==> src/pcss_defs.svh <==
/*
 * Constants for the coding sublayer status block: register offsets,
 * field positions, reset values and AXI4-Lite response codes.
 * Assumes it is included by bare name from files under src/.
 */
`ifndef PCSS_DEFS_SVH
`define PCSS_DEFS_SVH

// Printed address with the device group tag in the upper nibble.
`define PCSS_STATUS_TAGGED  16'h38E7
`define PCSS_GROUP_TAG      4'h3
// Register indices with the tag stripped. The printed offset is not word
// aligned, so the byte address on the bus is four times the index.
`define PCSS_STATUS_IDX     12'h8E7
// Event mask and interrupt status registers.
`define PCSS_MASK_IDX       12'h000
`define PCSS_IRQ_IDX        12'h001
`define PCSS_IDX_W          12
`define PCSS_IDX_LSB        2

`define PCSS_BIT_TX_LATCH   11
`define PCSS_BIT_RX_LATCH   10
`define PCSS_BIT_TX_LIVE    9
`define PCSS_BIT_RX_LIVE    8
`define PCSS_BIT_FAULT      7
`define PCSS_BIT_LINK       2
`define PCSS_STATUS_RESET   16'h0000
`define PCSS_WRITE_MASK     16'h0C84
`define PCSS_USED_MASK      16'h0F84
`define PCSS_RSVD_HI        15:12
`define PCSS_RSVD_MID       6:3
`define PCSS_RSVD_LO        1:0

`define PCSS_IRQ_W          4
`define PCSS_IRQ_RESET      4'h0
`define PCSS_IRQ_TX         0
`define PCSS_IRQ_RX         1
`define PCSS_IRQ_FAULT      2
`define PCSS_IRQ_LINK       3

`define PCSS_RESP_OKAY      2'h0
`define PCSS_RESP_SLVERR    2'h2

`endif

==> src/pcss_pkg.sv <==
/*
 * Types for the coding sublayer status block.
 * Assumes pcss_defs.svh is on the include path.
 */
package pcss_pkg;
	typedef enum logic [1:0] {PCSS_W_IDLE, PCSS_W_RESP} pcss_wstate_t;
	typedef enum logic [1:0] {PCSS_R_IDLE, PCSS_R_RESP} pcss_rstate_t;
endpackage

==> src/pcss_sync.sv <==
/*
 * Two-flop synchroniser for a bundle of level inputs.
 * Assumes the inputs are levels from outside the i_clk domain.
 */
`timescale 1ns/100ps
`default_nettype none
module pcss_sync #(
	parameter int W = 4
) (
	// Clock and reset.
	input  wire logic         i_clk,
	input  wire logic         i_rst,
	// Asynchronous in, synchronised out.
	input  wire logic [W-1:0] i_async,
	output logic      [W-1:0] o_sync
);
	logic [W-1:0] meta_reg;

	always_ff @(posedge i_clk) begin
		if (i_rst) begin
			meta_reg <= '0;
			o_sync   <= '0;
		end else begin
			meta_reg <= i_async;
			o_sync   <= meta_reg;
		end
	end
endmodule // pcss_sync
`default_nettype wire

==> src/pcss_status.sv <==
/*
 * Coding sublayer status word of a single-pair Ethernet transceiver with
 * an AXI4-Lite slave, event latching and one masked interrupt output.
 * Assumes the sublayer indications are levels from another domain; they
 * are synchronised here. Software strips the group tag before access.
 */
// The implementer's own choice: the AXI4-Lite interface to the registers.
`timescale 1ns/100ps
`default_nettype none
`include "pcss_defs.svh"

// Function
// [RULE_01] Bit 11 latches transmit low-power idle seen; cleared by writing zero.
// [RULE_02] Bit 10 latches receive low-power idle seen; cleared by writing zero.
// [RULE_03] Bit 9 is the live transmit low-power idle indication, not latched.
// [RULE_04] Bit 8 is the live receive low-power idle indication, not latched.
// [RULE_05] Bit 7 latches a sublayer fault; cleared by writing zero.
// [RULE_06] Bit 2 latches receive link up; a zero write returns it inactive.
// [RULE_07] Status word sits at 0x38E7 less its 0x3 group tag, resets zero.
// [RULE_08] Reserved bits 15:12, 6:3, 1:0 read zero and ignore writes.
module pcss_status
	import pcss_pkg::*;
(
	// Clock and reset.
	input  wire logic        i_clk,
	input  wire logic        i_rst,
	// Sublayer indications (asynchronous levels).
	input  wire logic        i_tx_lpi,
	input  wire logic        i_rx_lpi,
	input  wire logic        i_fault,
	input  wire logic        i_link_up,
	// AXI4-Lite write address.
	input  wire logic        s_axi_awvalid,
	output logic             s_axi_awready,
	input  wire logic [31:0] s_axi_awaddr,
	// AXI4-Lite write data.
	input  wire logic        s_axi_wvalid,
	output logic             s_axi_wready,
	input  wire logic [31:0] s_axi_wdata,
	input  wire logic [3:0]  s_axi_wstrb,
	// AXI4-Lite write response.
	output logic             s_axi_bvalid,
	input  wire logic        s_axi_bready,
	output logic [1:0]       s_axi_bresp,
	// AXI4-Lite read address.
	input  wire logic        s_axi_arvalid,
	output logic             s_axi_arready,
	input  wire logic [31:0] s_axi_araddr,
	// AXI4-Lite read data.
	output logic             s_axi_rvalid,
	input  wire logic        s_axi_rready,
	output logic [31:0]      s_axi_rdata,
	output logic [1:0]       s_axi_rresp,
	// Interrupt.
	output logic             o_irq
);
	// Register decode; unaligned or out-of-range addresses hit nothing.
	function automatic logic [1:0] reg_hit(input logic [31:0] a);
		logic [`PCSS_IDX_W-1:0] idx;
		idx = a[`PCSS_IDX_W+`PCSS_IDX_LSB-1:`PCSS_IDX_LSB];
		if (a[31:`PCSS_IDX_W+`PCSS_IDX_LSB] != '0)
			reg_hit = 2'h0;
		else if (a[`PCSS_IDX_LSB-1:0] != '0)
			reg_hit = 2'h0;
		else if (idx == `PCSS_STATUS_IDX)
			reg_hit = 2'h1;
		else if (idx == `PCSS_MASK_IDX)
			reg_hit = 2'h2;
		else if (idx == `PCSS_IRQ_IDX)
			reg_hit = 2'h3;
		else
			reg_hit = 2'h0;
	endfunction

	logic [3:0]              sync_in;
	logic [3:0]              sync_out;
	logic                    tx_lpi_s, rx_lpi_s, fault_s, link_s;
	logic                    tx_lpi_d, rx_lpi_d, fault_d, link_d;
	logic [15:0]             status_reg;
	logic [`PCSS_IRQ_W-1:0]  mask_reg;
	logic [`PCSS_IRQ_W-1:0]  irq_reg;
	logic [`PCSS_IRQ_W-1:0]  ev;
	pcss_wstate_t            wstate_reg;
	pcss_rstate_t            rstate_reg;
	logic                    aw_have_reg, w_have_reg;
	logic [31:0]             awaddr_reg;
	logic [31:0]             wdata_reg;
	logic [3:0]              wstrb_reg;
	logic                    wr_go;
	logic [1:0]              wr_hit;
	logic                    wr_lo;

	assign sync_in = {i_link_up, i_fault, i_rx_lpi, i_tx_lpi};

	pcss_sync #(.W(4)) u_sync (
		.i_clk  (i_clk),
		.i_rst  (i_rst),
		.i_async(sync_in),
		.o_sync (sync_out)
	);

	assign tx_lpi_s = sync_out[0];
	assign rx_lpi_s = sync_out[1];
	assign fault_s  = sync_out[2];
	assign link_s   = sync_out[3];

	// Edge history for the interrupt events.
	always_ff @(posedge i_clk) begin
		if (i_rst) begin
			tx_lpi_d <= 1'b0;
			rx_lpi_d <= 1'b0;
			fault_d  <= 1'b0;
			link_d   <= 1'b0;
		end else begin
			tx_lpi_d <= tx_lpi_s;
			rx_lpi_d <= rx_lpi_s;
			fault_d  <= fault_s;
			link_d   <= link_s;
		end
	end

	assign ev[`PCSS_IRQ_TX]    = tx_lpi_s & ~tx_lpi_d;
	assign ev[`PCSS_IRQ_RX]    = rx_lpi_s & ~rx_lpi_d;
	assign ev[`PCSS_IRQ_FAULT] = fault_s & ~fault_d;
	assign ev[`PCSS_IRQ_LINK]  = link_s & ~link_d;

	// Write channel: address and data taken in either order.
	assign wr_go  = aw_have_reg & w_have_reg & (wstate_reg == PCSS_W_IDLE);
	assign wr_hit = reg_hit(awaddr_reg);
	assign wr_lo  = wr_go & wstrb_reg[0];

	always_ff @(posedge i_clk) begin
		if (i_rst) begin
			aw_have_reg   <= 1'b0;
			w_have_reg    <= 1'b0;
			awaddr_reg    <= 32'h0000_0000;
			wdata_reg     <= 32'h0000_0000;
			wstrb_reg     <= 4'h0;
			s_axi_awready <= 1'b1;
			s_axi_wready  <= 1'b1;
			s_axi_bvalid  <= 1'b0;
			s_axi_bresp   <= `PCSS_RESP_OKAY;
			wstate_reg    <= PCSS_W_IDLE;
		end else begin
			case (wstate_reg)
			PCSS_W_IDLE: begin
				if (s_axi_awvalid & s_axi_awready) begin
					aw_have_reg   <= 1'b1;
					awaddr_reg    <= s_axi_awaddr;
					s_axi_awready <= 1'b0;
				end
				if (s_axi_wvalid & s_axi_wready) begin
					w_have_reg   <= 1'b1;
					wdata_reg    <= s_axi_wdata;
					wstrb_reg    <= s_axi_wstrb;
					s_axi_wready <= 1'b0;
				end
				if (wr_go) begin
					s_axi_bvalid <= 1'b1;
					s_axi_bresp  <= (wr_hit == 2'h0) ?
						`PCSS_RESP_SLVERR : `PCSS_RESP_OKAY;
					wstate_reg   <= PCSS_W_RESP;
				end
			end
			PCSS_W_RESP: begin
				if (s_axi_bready) begin
					s_axi_bvalid  <= 1'b0;
					aw_have_reg   <= 1'b0;
					w_have_reg    <= 1'b0;
					s_axi_awready <= 1'b1;
					s_axi_wready  <= 1'b1;
					wstate_reg    <= PCSS_W_IDLE;
				end
			end
			default: wstate_reg <= PCSS_W_IDLE;
			endcase
		end
	end

	// Status word. A set from hardware wins over a zero write in one cycle.
	always_ff @(posedge i_clk) begin
		if (i_rst) begin
			status_reg <= `PCSS_STATUS_RESET; // RULE_07
		end else begin
			if (wr_lo && wr_hit == 2'h1) begin
				if (!wdata_reg[`PCSS_BIT_TX_LATCH])
					status_reg[`PCSS_BIT_TX_LATCH] <= 1'b0; // RULE_01
				if (!wdata_reg[`PCSS_BIT_RX_LATCH])
					status_reg[`PCSS_BIT_RX_LATCH] <= 1'b0; // RULE_02
				if (!wdata_reg[`PCSS_BIT_FAULT])
					status_reg[`PCSS_BIT_FAULT] <= 1'b0; // RULE_05
				if (!wdata_reg[`PCSS_BIT_LINK])
					status_reg[`PCSS_BIT_LINK] <= 1'b0; // RULE_06
			end
			if (tx_lpi_s)
				status_reg[`PCSS_BIT_TX_LATCH] <= 1'b1; // RULE_01
			if (rx_lpi_s)
				status_reg[`PCSS_BIT_RX_LATCH] <= 1'b1; // RULE_02
			if (fault_s)
				status_reg[`PCSS_BIT_FAULT] <= 1'b1; // RULE_05
			if (link_s)
				status_reg[`PCSS_BIT_LINK] <= 1'b1; // RULE_06
			status_reg[`PCSS_BIT_TX_LIVE] <= tx_lpi_s; // RULE_03
			status_reg[`PCSS_BIT_RX_LIVE] <= rx_lpi_s; // RULE_04
			status_reg[`PCSS_RSVD_HI]  <= 4'h0; // RULE_08
			status_reg[`PCSS_RSVD_MID] <= 4'h0; // RULE_08
			status_reg[`PCSS_RSVD_LO]  <= 2'h0; // RULE_08
		end
	end

	// Interrupt mask.
	always_ff @(posedge i_clk) begin
		if (i_rst)
			mask_reg <= `PCSS_IRQ_RESET;
		else if (wr_lo && wr_hit == 2'h2)
			mask_reg <= wdata_reg[`PCSS_IRQ_W-1:0];
	end

	// Interrupt status, write one to clear; a new event wins.
	always_ff @(posedge i_clk) begin
		if (i_rst) begin
			irq_reg <= `PCSS_IRQ_RESET;
		end else if (wr_lo && wr_hit == 2'h3) begin
			irq_reg <= (irq_reg & ~wdata_reg[`PCSS_IRQ_W-1:0]) | ev;
		end else begin
			irq_reg <= irq_reg | ev;
		end
	end

	always_ff @(posedge i_clk) begin
		if (i_rst)
			o_irq <= 1'b0;
		else
			o_irq <= |(irq_reg & mask_reg);
	end

	// Read channel: one read at a time, answer one cycle after address.
	always_ff @(posedge i_clk) begin
		if (i_rst) begin
			s_axi_arready <= 1'b1;
			s_axi_rvalid  <= 1'b0;
			s_axi_rdata   <= 32'h0000_0000;
			s_axi_rresp   <= `PCSS_RESP_OKAY;
			rstate_reg    <= PCSS_R_IDLE;
		end else begin
			case (rstate_reg)
			PCSS_R_IDLE: begin
				if (s_axi_arvalid) begin
					s_axi_arready <= 1'b0;
					s_axi_rvalid  <= 1'b1;
					s_axi_rresp   <= `PCSS_RESP_OKAY;
					case (reg_hit(s_axi_araddr))
					2'h1: s_axi_rdata <= {16'h0000, status_reg}; // RULE_07
					2'h2: s_axi_rdata <= {28'h0000000, mask_reg};
					2'h3: s_axi_rdata <= {28'h0000000, irq_reg};
					default: begin
						s_axi_rdata <= 32'h0000_0000;
						s_axi_rresp <= `PCSS_RESP_SLVERR;
					end
					endcase
					rstate_reg <= PCSS_R_RESP;
				end
			end
			PCSS_R_RESP: begin
				if (s_axi_rready) begin
					s_axi_rvalid  <= 1'b0;
					s_axi_arready <= 1'b1;
					rstate_reg    <= PCSS_R_IDLE;
				end
			end
			default: rstate_reg <= PCSS_R_IDLE;
			endcase
		end
	end

	// Checks.
	tx_latch_a: assert property (@(posedge i_clk) disable iff (i_rst) // RULE_01
		tx_lpi_s |=> status_reg[`PCSS_BIT_TX_LATCH])
		else $error("tx latch not set");
	rx_latch_a: assert property (@(posedge i_clk) disable iff (i_rst) // RULE_02
		rx_lpi_s |=> status_reg[`PCSS_BIT_RX_LATCH])
		else $error("rx latch not set");
	tx_live_a: assert property (@(posedge i_clk) disable iff (i_rst) // RULE_03
		##1 status_reg[`PCSS_BIT_TX_LIVE] == $past(tx_lpi_s))
		else $error("tx live wrong");
	rx_live_a: assert property (@(posedge i_clk) disable iff (i_rst) // RULE_04
		##1 status_reg[`PCSS_BIT_RX_LIVE] == $past(rx_lpi_s))
		else $error("rx live wrong");
	fault_hold_a: assert property (@(posedge i_clk) disable iff (i_rst) // RULE_05
		(status_reg[`PCSS_BIT_FAULT] && !(wr_lo && wr_hit == 2'h1))
		|=> status_reg[`PCSS_BIT_FAULT])
		else $error("fault dropped");
	link_clear_a: assert property (@(posedge i_clk) disable iff (i_rst) // RULE_06
		(wr_lo && wr_hit == 2'h1 && !wdata_reg[`PCSS_BIT_LINK] && !link_s)
		|=> !status_reg[`PCSS_BIT_LINK])
		else $error("link not cleared");
	status_read_a: assert property (@(posedge i_clk) disable iff (i_rst) // RULE_07
		(rstate_reg == PCSS_R_IDLE && s_axi_arvalid
		 && reg_hit(s_axi_araddr) == 2'h1)
		|=> s_axi_rvalid && s_axi_rdata[15:0] == $past(status_reg))
		else $error("status read wrong");
	reserved_zero_a: assert property (@(posedge i_clk) disable iff (i_rst) // RULE_08
		##1 (status_reg & ~`PCSS_USED_MASK) == 16'h0000)
		else $error("reserved bit set");
	tx_clear_a: assert property (@(posedge i_clk) disable iff (i_rst) // RULE_01
		(wr_lo && wr_hit == 2'h1 && !tx_lpi_s
		 && !wdata_reg[`PCSS_BIT_TX_LATCH])
		|=> !status_reg[`PCSS_BIT_TX_LATCH])
		else $error("tx latch not cleared");
	tx_hold_a: assert property (@(posedge i_clk) disable iff (i_rst) // RULE_01
		(status_reg[`PCSS_BIT_TX_LATCH] && !(wr_lo && wr_hit == 2'h1))
		|=> status_reg[`PCSS_BIT_TX_LATCH])
		else $error("tx latch dropped");
	rx_clear_a: assert property (@(posedge i_clk) disable iff (i_rst) // RULE_02
		(wr_lo && wr_hit == 2'h1 && !rx_lpi_s
		 && !wdata_reg[`PCSS_BIT_RX_LATCH])
		|=> !status_reg[`PCSS_BIT_RX_LATCH])
		else $error("rx latch not cleared");
	rx_hold_a: assert property (@(posedge i_clk) disable iff (i_rst) // RULE_02
		(status_reg[`PCSS_BIT_RX_LATCH] && !(wr_lo && wr_hit == 2'h1))
		|=> status_reg[`PCSS_BIT_RX_LATCH])
		else $error("rx latch dropped");
	fault_set_a: assert property (@(posedge i_clk) disable iff (i_rst) // RULE_05
		fault_s |=> status_reg[`PCSS_BIT_FAULT])
		else $error("fault not set");
	fault_clear_a: assert property (@(posedge i_clk) disable iff (i_rst) // RULE_05
		(wr_lo && wr_hit == 2'h1 && !fault_s
		 && !wdata_reg[`PCSS_BIT_FAULT])
		|=> !status_reg[`PCSS_BIT_FAULT])
		else $error("fault not cleared");
	link_set_a: assert property (@(posedge i_clk) disable iff (i_rst) // RULE_06
		link_s |=> status_reg[`PCSS_BIT_LINK])
		else $error("link not set");
	link_hold_a: assert property (@(posedge i_clk) disable iff (i_rst) // RULE_06
		(status_reg[`PCSS_BIT_LINK] && !(wr_lo && wr_hit == 2'h1))
		|=> status_reg[`PCSS_BIT_LINK])
		else $error("link dropped");
	write_answer_a: assert property (@(posedge i_clk) disable iff (i_rst) // RULE_07
		wr_go |=> s_axi_bvalid)
		else $error("write response missing");
	read_answer_a: assert property (@(posedge i_clk) disable iff (i_rst) // RULE_07
		(rstate_reg == PCSS_R_IDLE && s_axi_arvalid)
		|=> (s_axi_rvalid && !s_axi_arready))
		else $error("read response missing");
	irq_level_a: assert property (@(posedge i_clk) disable iff (i_rst)
		##1 o_irq == $past(|(irq_reg & mask_reg)))
		else $error("interrupt level wrong");
endmodule // pcss_status
`default_nettype wire

==> config.mk <==
export PLATFORM = sky130hd
export DESIGN_NAME = pcss_status
export DESIGN_NICKNAME = d
export VERILOG_FILES = /design/src/pcss_pkg.sv /design/src/pcss_sync.sv /design/src/pcss_status.sv
export VERILOG_INCLUDE_DIRS = /design/src /design/src/src
export SDC_FILE = /design/constraint.sdc
export NUM_CORES = 1
export LEC_CHECK = 0
export BUFFER_PORTS_ARGS = -buffer_cell sky130_fd_sc_hd__buf_4
export CAP_MARGIN = 40
export CORE_AREA = 8 8 96 98
export CTS_CLUSTER_DIAMETER = 80
export CTS_CLUSTER_SIZE = 20
export DETAILED_ROUTE_END_ITERATION = 10
export DIE_AREA = 0 0 104 106
export PLACE_DENSITY_LB_ADDON = 0.12
export SKIP_LAST_GASP = 1
export SYNTH_ARGS = -nofsm -noshare
export SYNTH_HDL_FRONTEND = slang
export SYNTH_SLANG_ARGS = --single-unit
==> constraint.sdc <==
create_clock -name i_clk -period 2.04 [get_ports i_clk]
set_input_delay 0.306 -clock i_clk [delete_from_list [all_inputs] [get_ports i_clk]]
set_output_delay 0.306 -clock i_clk [all_outputs]
set_load 0.05 [all_outputs]
# After elaboration in Yosys (flattened, before gate mapping)
# Cells that the tools add are included.
[op_classes]
reduce_logical = 34
n_eq_ne = 22
muxes = 52
bitwise = 18
[op_table]
columns = ["op", "n"]
rows = [
  ["16-bit one-hot mux with 3 select lines", 1],
  ["2-bit two-way mux", 20],
  ["18-bit nonzero test", 2],
  ["12-bit by 1-bit == test with 1-bit output, second input constant", 2],
  ["12-bit == test, second input constant", 2],
  ["12-bit logical NOT", 2],
  ["1-bit two-way mux", 21],
  ["2-bit AND reduction", 10],
  ["2-bit nonzero test", 8],
  ["1-bit one-hot mux with 2 select lines", 7],
  ["2-bit by 1-bit inequality test with 1-bit output, second input constant", 6],
  ["3-bit AND reduction", 4],
  ["1-bit AND", 9],
  ["4-bit AND", 2],
  ["2-bit by 1-bit == test with 1-bit output, second input constant", 4],
  ["2-bit == test, second input constant", 4],
  ["2-bit inequality test, second input constant", 4],
  ["4-bit bitwise OR", 2],
  ["2-bit one-hot mux with 2 select lines", 2],
  ["2-bit logical NOT", 3],
  ["4-bit two-way mux", 1],
  ["1-bit NOT", 4],
  ["4-bit NOT", 1],
  ["4-bit OR reduction", 1],
  ["2 further kinds", 4],
]
[word_totals]
reg_bits = 129
in_bits = 111
out_inout_bits = 42

# Logic depth before layout (Yosys ltp)
# Gate-level depths: netlist of the first run.
[logic_depth]
word_depth = 12
ltp_mapped = 6

# Cells and area by module
# From an unflattened synthesis of the first run, not the netlist that was laid out.
[hier_totals]
hier_cells = 394
area_unflattened_um2 = 3449.6
[by_module_without_submodules]
columns = ["mod", "cells_each", "n_inst", "area_each_um2"]
rows = [
  ["pcss_status", 378, 1, 3239.4],
  ["pcss_sync", 16, 1, 210.2],
]

# Least setup slack after synthesis of the first run
# No wires, ideal clock.
[synth_timing]
kind = "register to register"
startpoint = "register wstate_reg[0]"
endpoint = "register status_reg[2]"
synth_period_minus_slack_ns = 1.683
setup_time_ns = 0.133
required_time_ns = 1.907
arrival_ns = 1.550
n_path_buf = 1
slack_ns = 0.357
stages_incl_launch_ff = 6
path_cell_list = "dfxtp_1 -> buf_6 -> and3b_2 -> nand4_4 -> nor4_4 -> a211oi_1"
[synth_between]
elab_chain_cells = 6
[synth_rtl]
columns = ["item", "line_no", "rtl"]
rows = [
  ["from (decl)", "pcss_status.sv:83", "pcss_wstate_t wstate_reg;"],
  ["from (signal assigned)", "pcss_status.sv:143", "wstate_reg <= PCSS_W_IDLE;"],
  ["from (signal assigned)", "pcss_status.sv:162", "wstate_reg <= PCSS_W_RESP;"],
  ["from (signal assigned)", "pcss_status.sv:172", "wstate_reg <= PCSS_W_IDLE;"],
  ["2-bit logical NOT", "pcss_status.sv:128", "assign wr_go = aw_have_reg & w_have_reg & (wstate_reg == PCSS_W_IDLE);"],
  ["1-bit AND", "pcss_status.sv:128", ""],
  ["1-bit AND", "pcss_status.sv:130", "assign wr_lo = wr_go & wstrb_reg[0];"],
  ["1-bit logical AND", "pcss_status.sv:185", "if (wr_lo && wr_hit == 2'h1) begin"],
  ["2-bit nonzero test (no source line)", "-", ""],
  ["2-bit AND reduction (no source line)", "-", ""],
  ["to (signal assigned)", "pcss_status.sv:183", "status_reg <= `PCSS_STATUS_RESET;"],
  ["to (signal, indexed assignment)", "pcss_status.sv:203", "status_reg[`PCSS_BIT_TX_LIVE] <= tx_lpi_s;"],
  ["to (signal, indexed assignment)", "pcss_status.sv:204", "status_reg[`PCSS_BIT_RX_LIVE] <= rx_lpi_s;"],
  ["to (decl)", "pcss_status.sv:79", "logic [15:0] status_reg;"],
]
# No other way between the ends.
# A chain may end at the register's enable or synchronous reset.

# Worst setup path after layout of the first run
[layout_timing]
startpoint = "register awaddr_reg[17]"
endpoint = "register status_reg[2]"
[layout_between]
elab_chain_cells = 6
[layout_rtl]
columns = ["item", "line_no", "rtl"]
rows = [
  ["from (decl)", "pcss_status.sv:86", "logic [31:0] awaddr_reg;"],
  ["from (signal assigned)", "pcss_status.sv:149", "awaddr_reg <= s_axi_awaddr;"],
  ["18-bit nonzero test", "pcss_status.sv:61", "if (a[31:`PCSS_IDX_W+`PCSS_IDX_LSB] != '0)"],
  ["2-bit two-way mux", "pcss_status.sv:61", ""],
  ["2-bit by 1-bit == test with 1-bit output", "pcss_status.sv:185", ""],
  ["1-bit logical AND", "pcss_status.sv:185", ""],
  ["2-bit nonzero test (no source line)", "-", ""],
  ["2-bit AND reduction (no source line)", "-", ""],
]
# No other way between the ends.

==> impl_results.md, run 1 <==
- Status: completed
- Wire per inst: 13.8 um
- Layout cells sized above 1: 26.9%
- H-tree Lvls: 3
- Max Freq: 0.609 GHz
- Crit path cell chain: nor4_2 -> nand4_4 -> nor4_4 -> a211oi_1
- VDD IR-drop max: 0.502 mV
- NetSw: 961 uW
- Post-Syn Instances: 407
- Int Pwr: 2.98 mW
- Num CTS Buffers: 9
- Combinational Power Share: 14.5%
- RSZ-0062 raised after global routing: false
- Sw Share: 24.4%
- Initial antenna violation count: 0
- I/O Pins: 153
- Mapped cell area: 3520 um2
- Clock network power share: 40.8%
- Max reg flops: 32
- Slew HR: 60.8%
- P&R area growth vs syn: 28.6%
- Global-route wire length before repair: 14.0 mm
- CP Launch Type: flop
- Hpwl dp: 6.16 mm
- Top_reg_cell synth: dfxtp_1
- Placed Area: 4250 um2
- Critical path class: reg2reg
- IO buf count: 99
- Fin. max-slew vios: 0
- Post-synth EDFFs: 0
- Max-cap violations: 0
- Netlist cell types: 39
- Clock Root Buffer: clkbuf_8
- Critical path arrival: 1850 ps
- Routed Antenna Nets: 0
- Worst path required time: 2250 ps
- Vias: 3038
- TNS Setup: 0 ps
- Post-synthesis async set-or-reset flop share: 0%
- Worst-Margin Slew: 588 ps
- Initial Util: 44.8%
- Post-CTS resize count: 0
- Clk_lat worst skew: 350 ps
- Total track usage: 15.2%
- YS warnings: 0
- Pre-Repair DR Iteration Count: 4
- Hold crit path type: in2reg
- Min Tclk post-route: 1640 ps
- Die area: 11000 um2
- Clock sinks: 83
- Row cnt: 33
- Clock slew at reported path FFs: 80 ps
- Flops & latches, synth: 83
- Placed instance count: 592
- Remaining Overflow, GRT: 0
- Flop pwr share: 44.7%
- CTS tree: yes
- DRC viols: 0
- Nets: 609
- LEAKAGE: 1.89 nW
- Final Cycle Share: 80.5%
- Die width: 104 um
- Fin area: 4520 um2
- Worst-case clock buffer depth: 2
- Fin cells: 607
- Max stage delay on crit path: 440 ps
- Clk_skew: 6.41 ps
- PD cells: 870 nW/um2
- Syn avg cell area: 8.64 um2
- Die height: 106 um
- WL final: 8.37 mm
- Register area share after synthesis: 47.2%
- Count of final hold-check violations: 0
- CP max-delay cell: nor4_2
- Iter 0 DRT Violations: 144
- Worst setup EP type: flop
- Final setup fails: 0
- # Post-CTS Setup Buffers: 0
- Vias per std cell: 5.00
- Antenna diodes: 0
- CTS Hold Bufs: 0
- Vias in the first global route: 3030
- Placeable Area: 7850 um2
- Worst Path Max Fanout: 7
- Largest net degree at the start of global routing: 53
- RePlAce Congestion: 0.747
worst max-delay path: cells and delay by family, from the launching register on:
family | cells | cell delay (ps)
AO/OA/AOI/OAI | 1 | 120
AND/OR/NAND/NOR | 3 | 1050
flip-flops | 1 | 320
routing by layer:
layer | global-route usage, % | up-vias | wire (um)
met3 | 4.72 | 11 | 538
met5 | 0 | - | 0
met2 | 25.0 | 95 | 3890
met1 | 17.7 | 1391 | 3820
li1 | - | 1541 | -
met4 | 7.14 | 0 | 118
power groups by stage:
stage | sequential [mW] | clock (mW) | combinational [mW]
after floorplan | 1.81 | 0 | 0.385
after global placement | 1.79 | 0 | 0.564
after detailed placement | 1.80 | 0 | 0.570
after CTS | 1.76 | 1.65 | 0.572
after global routing | 1.77 | 1.72 | 0.622
final | 1.76 | 1.61 | 0.570
cell usage after synthesis, types with 2 or more instances:
library cell  number  area share, %
a211oi_1           6            1.3
a21oi_1           61            8.7
a22oi_1            2           0.43
and4_1             4            1.0
buf_2              2           0.28
buf_4             25            5.3
clkbuf_1          19            2.0
dfxtp_1           83             47
inv_1              4           0.43
mux2_2             3           0.96
nand2_1           84            9.0
nand2b_1           4           0.71
nand3_1           10            1.4
nand4_1           14            2.5
nand4_4            2            1.2
nor2_1            15            1.6
nor2b_1           24            4.3
nor3_1             5           0.71
nor4_1             6            1.1
nor4_2             4            1.4
nor4_4             4            2.4
o21bai_1           5            1.1
o22ai_1            2           0.36
o41ai_1            4            1.0
layout make-up:
type / count / area (um2)
Timing Repair Buffer: 103 / 786
Sequential cell: 83 / 1660
Multi-Input combinational cell: 297 / 1650
Clock inverter: 5 / 150
Inverter: 4 / 15.0
Clock buffer: 10 / 128
Fill cell: 768 / 3320
Tap cell: 105 / 131
final timing paths:
kind         cells after the start                     startpoint                       endpoint  slack (ps)
min reg2reg                      1  u_sync.meta_reg[0]$_SDFF_PP0_    u_sync.o_sync[0]$_SDFF_PP0_         440
max                              4    awaddr_reg[17]$_SDFFE_PP0P_     status_reg[2]$_SDFFE_PP0P_         400
max reg2reg                      4    awaddr_reg[17]$_SDFFE_PP0P_     status_reg[2]$_SDFFE_PP0P_         400
min                              2                       i_tx_lpi  u_sync.meta_reg[0]$_SDFF_PP0_         170
per-stage QoR:
step	total power, mW	hold WS, ps	setup WS [ps]	util, %
6_report	3.94	166	398	57.7
2_1_floorplan	2.20	405	357	-
4_1_cts	3.98	147	374	57.7
3_5_place_dp	2.37	428	397	54.1
5_1_grt	4.11	153	282	57.7
3_3_place_gp	2.36	419	405	54.1
placed cells by master, fill, tap and decap left out, types with 2 or more instances in the layout:
master	n
conb_1	25
nor4_2	4
inv_1	4
nor3_1	5
clkbuf_8	9
a211oi_1	6
o21bai_1	5
mux2_2	3
buf_4	102
dfxtp_1	83
nand2b_1	4
nor2b_1	24
o22ai_1	2
nand4_1	14
bufinv_16	5
nor2_1	14
and4_1	4
nand3_1	10
o41ai_1	4
a22oi_1	2
nor4_1	6
a21oi_1	61
nand2_1	84
nor4_4	4
nand4_4	2
cells by family after synthesis:
family,Yosys count,share of synthesized area [%]
AO/OA/AOI/OAI,83,13.6
buffers and inverters,51,8.40
flip-flops,83,47.2
multiplexers,4,1.25
other,1,0.107
AND/OR/NAND/NOR,185,29.5
Power figures use the tool's default switching activity.
==> run 2: changes to the inputs <==
==> constraint.sdc (replaced) <==
create_clock -name i_clk -period 1.7 [get_ports i_clk]
set_input_delay 0.255 -clock i_clk [delete_from_list [all_inputs] [get_ports i_clk]]
set_output_delay 0.255 -clock i_clk [all_outputs]
set_load 0.05 [all_outputs]
==> impl_results.md, run 2 (synthesis results as in run 1) <==
- Hpwl dp: 6.05 mm (was 6.16 mm)
- Max reg flops: 32 (unchanged)
- Fin cells: 612 (was 607)
- Clk_lat worst skew: 340 ps (was 350 ps)
- Post-CTS resize count: 0 (unchanged)
- CTS Hold Bufs: 0 (unchanged)
- Routed Antenna Nets: 0 (unchanged)
- Commonest non-fill, non-tap cells in the layout: buf_4, nand2_1, dfxtp_1 (unchanged)
- Max Freq: 0.635 GHz (was 0.609 GHz)
- Final Cycle Share: 92.6% (was 80.5%)
- Post-Place Setup Slack: 78.1 ps (was 397 ps)
- DRC viols: 0 (unchanged)
- Vias per std cell: 4.88 (was 5.00)
- Remaining Overflow, GRT: 0 (unchanged)
- Sequential cell area: 1660 um2 (unchanged)
- Row cnt: 33 (unchanged)
- Fin. max-slew vios: 0 (unchanged)
- Worst setup EP type: flop (unchanged)
- Die width: 104 um (unchanged)
- VDD IR-drop max: 0.411 mV (was 0.502 mV)
- CP Launch Type: flop (unchanged)
- Hold crit path type: in2reg (unchanged)
- RePlAce Congestion: 0.746 (was 0.747)
- WL final: 7.93 mm (was 8.37 mm)
- Placeable Area: 7850 um2 (unchanged)
- LEAKAGE: 1.87 nW (was 1.89 nW)
- Slew HR: 62.5% (was 60.8%)
- Iter 0 DRT Violations: 78 (was 144)
- # Post-CTS Setup Buffers: 0 (unchanged)
- Clock Root Buffer: clkbuf_8 (unchanged)
- Antenna diodes: 0 (unchanged)
- Wire per inst: 13.0 um (was 13.8 um)
- Footprint of the multi-input gates: 1660 um2 (was 1650 um2)
- Worst-Margin Slew: 562 ps (was 588 ps)
- Die area: 11000 um2 (unchanged)
- Status: completed (unchanged)
- RSZ-0062 raised after global routing: false (unchanged)
- Pre-Repair DR Iteration Count: 5 (was 4)
- Min Tclk post-route: 1570 ps (was 1640 ps)
- Worst-case clock buffer depth: 2 (unchanged)
- Placed instance count: 597 (was 592)
- Critical path class: reg2reg (unchanged)
- Vias in the first global route: 2967 (was 3030)
- PD cells: 930 nW/um2 (was 870 nW/um2)
- Vias: 2984 (was 3038)
- Global-route wire length before repair: 13.3 mm (was 14.0 mm)
- Critical path arrival: 1780 ps (was 1850 ps)
- Final setup fails: 0 (unchanged)
- Max-cap violations: 0 (unchanged)
- P&R area growth vs syn: 27.6% (was 28.6%)
- Worst Path Max Fanout: 7 (unchanged)
- I/O Pins: 153 (unchanged)
- Commonest non-fill, non-tap cell in the layout: buf_4 (unchanged)
- Clock slew at reported path FFs: 80 ps (about the same)
- Final WS setup: 126 ps (was 398 ps)
- Layout cells sized above 1: 27.8% (was 26.9%)
- Count of final hold-check violations: 0 (unchanged)
- Largest net degree at the start of global routing: 39 (was 53)
- Worst path required time: 1910 ps (was 2250 ps)
- Clock sinks: 83 (unchanged)
- Initial Util: 44.8% (unchanged)
- H-tree Lvls: 3 (unchanged)
- Num CTS Buffers: 9 (unchanged)
- IO buf count: 99 (unchanged)
- Fill cells: 739 (was 768)
- CTS tree: yes (unchanged)
- Die height: 106 um (unchanged)
- Total track usage: 14.4% (was 15.2%)
- Clk_skew: 8.35 ps (was 6.41 ps)
- Initial antenna violation count: 0 (unchanged)
- Nets: 614 (was 609)
- Final core utilization: 57.2% (was 57.7%)
- TNS Setup: 0 ps (unchanged)
-- run 2: worst paths after layout --
check                           startpoint                       endpoint  slack (ps)  cells after the start
max            awaddr_reg[10]$_SDFFE_PP0P_     status_reg[2]$_SDFFE_PP0P_         130                      4
max reg2reg    awaddr_reg[10]$_SDFFE_PP0P_     status_reg[2]$_SDFFE_PP0P_         130                      4
min                              i_link_up  u_sync.meta_reg[3]$_SDFF_PP0_         120                      2
min reg2reg  u_sync.meta_reg[0]$_SDFF_PP0_    u_sync.o_sync[0]$_SDFF_PP0_         440                      1
-- run 2: where the power goes --
group	internal (mW)	switching [mW]	total (mW)
combinational	0.286	0.417	0.704
sequential	2.04	0.0675	2.11
clock	0.711	0.653	1.36
total	3.04	1.14	4.17
-- run 2: stage by stage --
step           cell area (um2)  total power [mW]  hold slack (ps)
2_1_floorplan             3610              2.64              354
3_3_place_gp              4280              2.85              420
3_5_place_dp              4280              2.86              424
4_1_cts                   4480              4.22              108
5_1_grt                   4490              4.38              114
6_report                  4490              4.17              122
-- run 2: final cells by class --
| cell class | instances | share of cell area (%) |
|---|---|---|
| Multi-Input combinational cell | 297 | 37.1 |
| Sequential cell | 83 | 37.0 |
| Clock inverter | 4 | 1.14 |
| Tap cell | 105 | 2.93 |
| Inverter | 4 | 0.335 |
| Clock buffer | 11 | 3.15 |
| Timing Repair Buffer | 108 | 18.3 |
-- run 2: metal layers --
layer  vias to the layer above  routed length (um)  track usage (%)
met4                         0                 110             6.31
met1                      1335                3720             16.5
met3                         9                 517             4.72
li1                       1552                   -                -
met5                         -                   0                0
met2                        88                3580             24.0
-- run 2: worst max-delay path: stages (launching register included) --
cell and delay [ps]:
dfxtp_1 320, nor4_2 400, nand4_4 240, nor4_4 350, a211oi_1 120
==> run 3: changes to the inputs <==
--- a/config.mk
+++ b/config.mk
@@ -8,11 +8,11 @@
 export LEC_CHECK = 0
 export BUFFER_PORTS_ARGS = -buffer_cell sky130_fd_sc_hd__buf_4
 export CAP_MARGIN = 40
-export CORE_AREA = 8 8 96 98
+export CORE_AREA = 8 8 100 102
 export CTS_CLUSTER_DIAMETER = 80
 export CTS_CLUSTER_SIZE = 20
 export DETAILED_ROUTE_END_ITERATION = 10
-export DIE_AREA = 0 0 104 106
+export DIE_AREA = 0 0 108 110
 export PLACE_DENSITY_LB_ADDON = 0.12
 export SKIP_LAST_GASP = 1
 export SYNTH_ARGS = -nofsm -noshare
==> constraint.sdc (replaced) <==
create_clock -name i_clk -period 1.35 [get_ports i_clk]
set_input_delay 0.2025 -clock i_clk [delete_from_list [all_inputs] [get_ports i_clk]]
set_output_delay 0.2025 -clock i_clk [all_outputs]
set_load 0.05 [all_outputs]
==> impl_results.md, run 3 (synthesis results as in run 1) <==
- Hold Path Sink: u_sync.meta_reg[1]$_SDFF_PP0_ (was u_sync.meta_reg[3]$_SDFF_PP0_)
- Final Cycle Share: 113% (was 92.6%)
- Vias in the first global route: 3016 (was 2967)
- Global-route wire length before repair: 13.9 mm (was 13.3 mm)
- Iter 0 DRT Violations: 87 (was 78)
- Max-cap violations: 0 (unchanged)
- Hold-critical path depth: 2 (unchanged)
- Initial antenna violation count: 0 (unchanged)
- Violated checks: setup timing
- Routed Antenna Nets: 0 (unchanged)
- Int Pwr: 4.03 mW (was 3.04 mW)
- Clock sinks: 83 (unchanged)
- Initial Util: 41.5% (was 44.8%)
- RePlAce Congestion: 0.745 (was 0.746)
- I/O Pins: 153 (unchanged)
- # Post-CTS Setup Buffers: 0 (unchanged)
- Die height: 110 um (was 106 um)
- Min-delay src: i_rx_lpi (was i_link_up)
- Fin. max-slew vios: 0 (unchanged)
- CP Launch Type: flop (unchanged)
- Commonest non-fill, non-tap cells in the layout: buf_4, nand2_1, dfxtp_1 (unchanged)
- FF-to-FF path depth: 5 (was 4)
- Reg-to-reg endpoint: status_reg[11]$_SDFFE_PP0P_ (was status_reg[2]$_SDFFE_PP0P_)
- TNS Setup: -1920 ps (was 0 ps)
- WL final: 8.61 mm (was 7.93 mm)
- Wire per inst: 13.8 um (was 13.0 um)
- DRC viols: 0 (unchanged)
- CTS tree: yes (unchanged)
- Max Freq: 0.655 GHz (was 0.635 GHz)
- Nets: 625 (was 614)
- NetSw: 1.49 mW (was 1.14 mW)
- Die area: 11900 um2 (was 11000 um2)
- WHS: 68.9 ps (was 122 ps)
- Status: finished with violations (was completed)
- RR Startpoint: awaddr_reg[17]$_SDFFE_PP0P_ (was awaddr_reg[10]$_SDFFE_PP0P_)
- Largest net degree at the start of global routing: 37 (was 39)
- Clk_skew: 10.2 ps (was 8.35 ps)
- Hpwl dp: 6.58 mm (was 6.05 mm)
- Vias: 3073 (was 2984)
- Total track usage: 14.3% (was 14.4%)
- Max reg flops: 32 (unchanged)
- Worst-case clock buffer depth: 2 (unchanged)
- VDD IR-drop max: 0.540 mV (was 0.411 mV)
- Fill cells: 812 (was 739)
- Die width: 108 um (was 104 um)
- PD cells: 1180 nW/um2 (was 930 nW/um2)
- Clock network power share: 34.7% (was 32.7%)
- Worst setup EP type: flop (unchanged)
- Sw Share: 26.9% (was 27.3%)
- Worst Path Max Fanout: 7 (unchanged)
- Clock Root Buffer: clkbuf_8 (unchanged)
- RSZ-0062 raised after global routing: true (was false)
- Flop pwr share: 48.2% (was 50.5%)
- Final WS setup: -176 ps (was 126 ps)
- IO buf count: 99 (unchanged)
- Final setup fails: 13 (was 0)
- Hold crit path type: in2reg (unchanged)
- Min Tclk post-route: 1530 ps (was 1570 ps)
- Row cnt: 34 (was 33)
- Flop2flop setup slack: -180 ps (was 130 ps)
- Antenna diodes: 0 (unchanged)
- Num CTS Buffers: 9 (unchanged)
- Clk_lat worst skew: 340 ps (about the same)
- P&R area growth vs syn: 33.2% (was 27.6%)
- Critical path class: reg2reg (unchanged)
- Placeable Area: 8470 um2 (was 7850 um2)
- Worst path required time: 1570 ps (was 1910 ps)
- Layout cells sized above 1: 31.7% (was 27.8%)
- LEAKAGE: 1.96 nW (was 1.87 nW)
- Final core utilization: 55.3% (was 57.2%)
- Clock slew at reported path FFs: 80 ps (about the same)
- Pre-Repair DR Iteration Count: 4 (was 5)
- Count of final hold-check violations: 0 (unchanged)
- H-tree Lvls: 3 (unchanged)
- Critical path arrival: 1740 ps (was 1780 ps)
- Vias per std cell: 4.91 (was 4.88)
- Remaining Overflow, GRT: 0 (unchanged)
- Commonest non-fill, non-tap cell in the layout: buf_4 (unchanged)
- Combinational Power Share: 17.1% (was 16.9%)
run 3: critical path, cell delays in order, from the launching register on:
cell	delay (ps)
dfxtp_2	330
nor4_2	250
buf_4	160
nand4_4	200
nor4_4	360
a211oi_1	120
run 3: worst max-delay path by stage:
stage                                start  depth (start not counted)                          end  slack [ps]
2_1_floorplan   wstate_reg[0]$_SDFFE_PP0P_                          5   status_reg[2]$_SDFFE_PP0P_        -100
3_3_place_gp    awaddr_reg[8]$_SDFFE_PP0P_                          4     mask_reg[3]$_SDFFE_PP0P_        -180
3_5_place_dp    awaddr_reg[8]$_SDFFE_PP0P_                          4     mask_reg[2]$_SDFFE_PP0P_        -220
4_1_cts        awaddr_reg[17]$_SDFFE_PP0P_                          5   status_reg[2]$_SDFFE_PP0P_        -190
5_1_grt        awaddr_reg[31]$_SDFFE_PP0P_                          5  status_reg[11]$_SDFFE_PP0P_        -300
6_report       awaddr_reg[17]$_SDFFE_PP0P_                          5  status_reg[11]$_SDFFE_PP0P_        -180
run 3: timing repair:
action | in CTS | in global routing
cloned | 0 | 1
resized for setup | 4 | 7
setup endpoints to repair | 50 | 24
pin swaps | 0 | 4
hold buffers | 0 | 0
run 3: through the flow:
step                      instance area (um2)  setup slack [ps]  power, mW  instances
after global placement                   4420              -177       3.63        610
after CTS                                4660              -190       5.58        625
after global routing                     4680              -299       5.78        626
after floorplan                          3680             -98.4       3.35        431
after detailed placement                 4420              -220       3.65        610
final                                    4680              -176       5.51        626
run 3: final cells by class:
cell class | count | area [um2] | share of cell area, %
sequential | 83 | 1680 | 35.8
tap | 108 | 135 | 2.89
clock buffer | 12 | 178 | 3.79
clock inverter | 3 | 42.5 | 0.908
inverter | 4 | 15.0 | 0.321
timing repair buffer | 119 | 922 | 19.7
multi-input combinational | 297 | 1710 | 36.6
run 3: metal layers:
layer	vias up	wire (um)	track usage, %
li1	1574	-	-
met5	-	0	0
met2	94	4120	23.9
met3	7	828	5.23
met4	0	70	4.86
met1	1398	3590	16.4
run 3: power by group through the flow:
stage | Clock [mW] | Sequential, mW | Combinational, mW
after floorplan | 0 | 2.74 | 0.605
after global placement | 0 | 2.71 | 0.924
after detailed placement | 0 | 2.71 | 0.935
after CTS | 1.98 | 2.66 | 0.944
after global routing | 2.07 | 2.67 | 1.03
final | 1.91 | 2.66 | 0.943
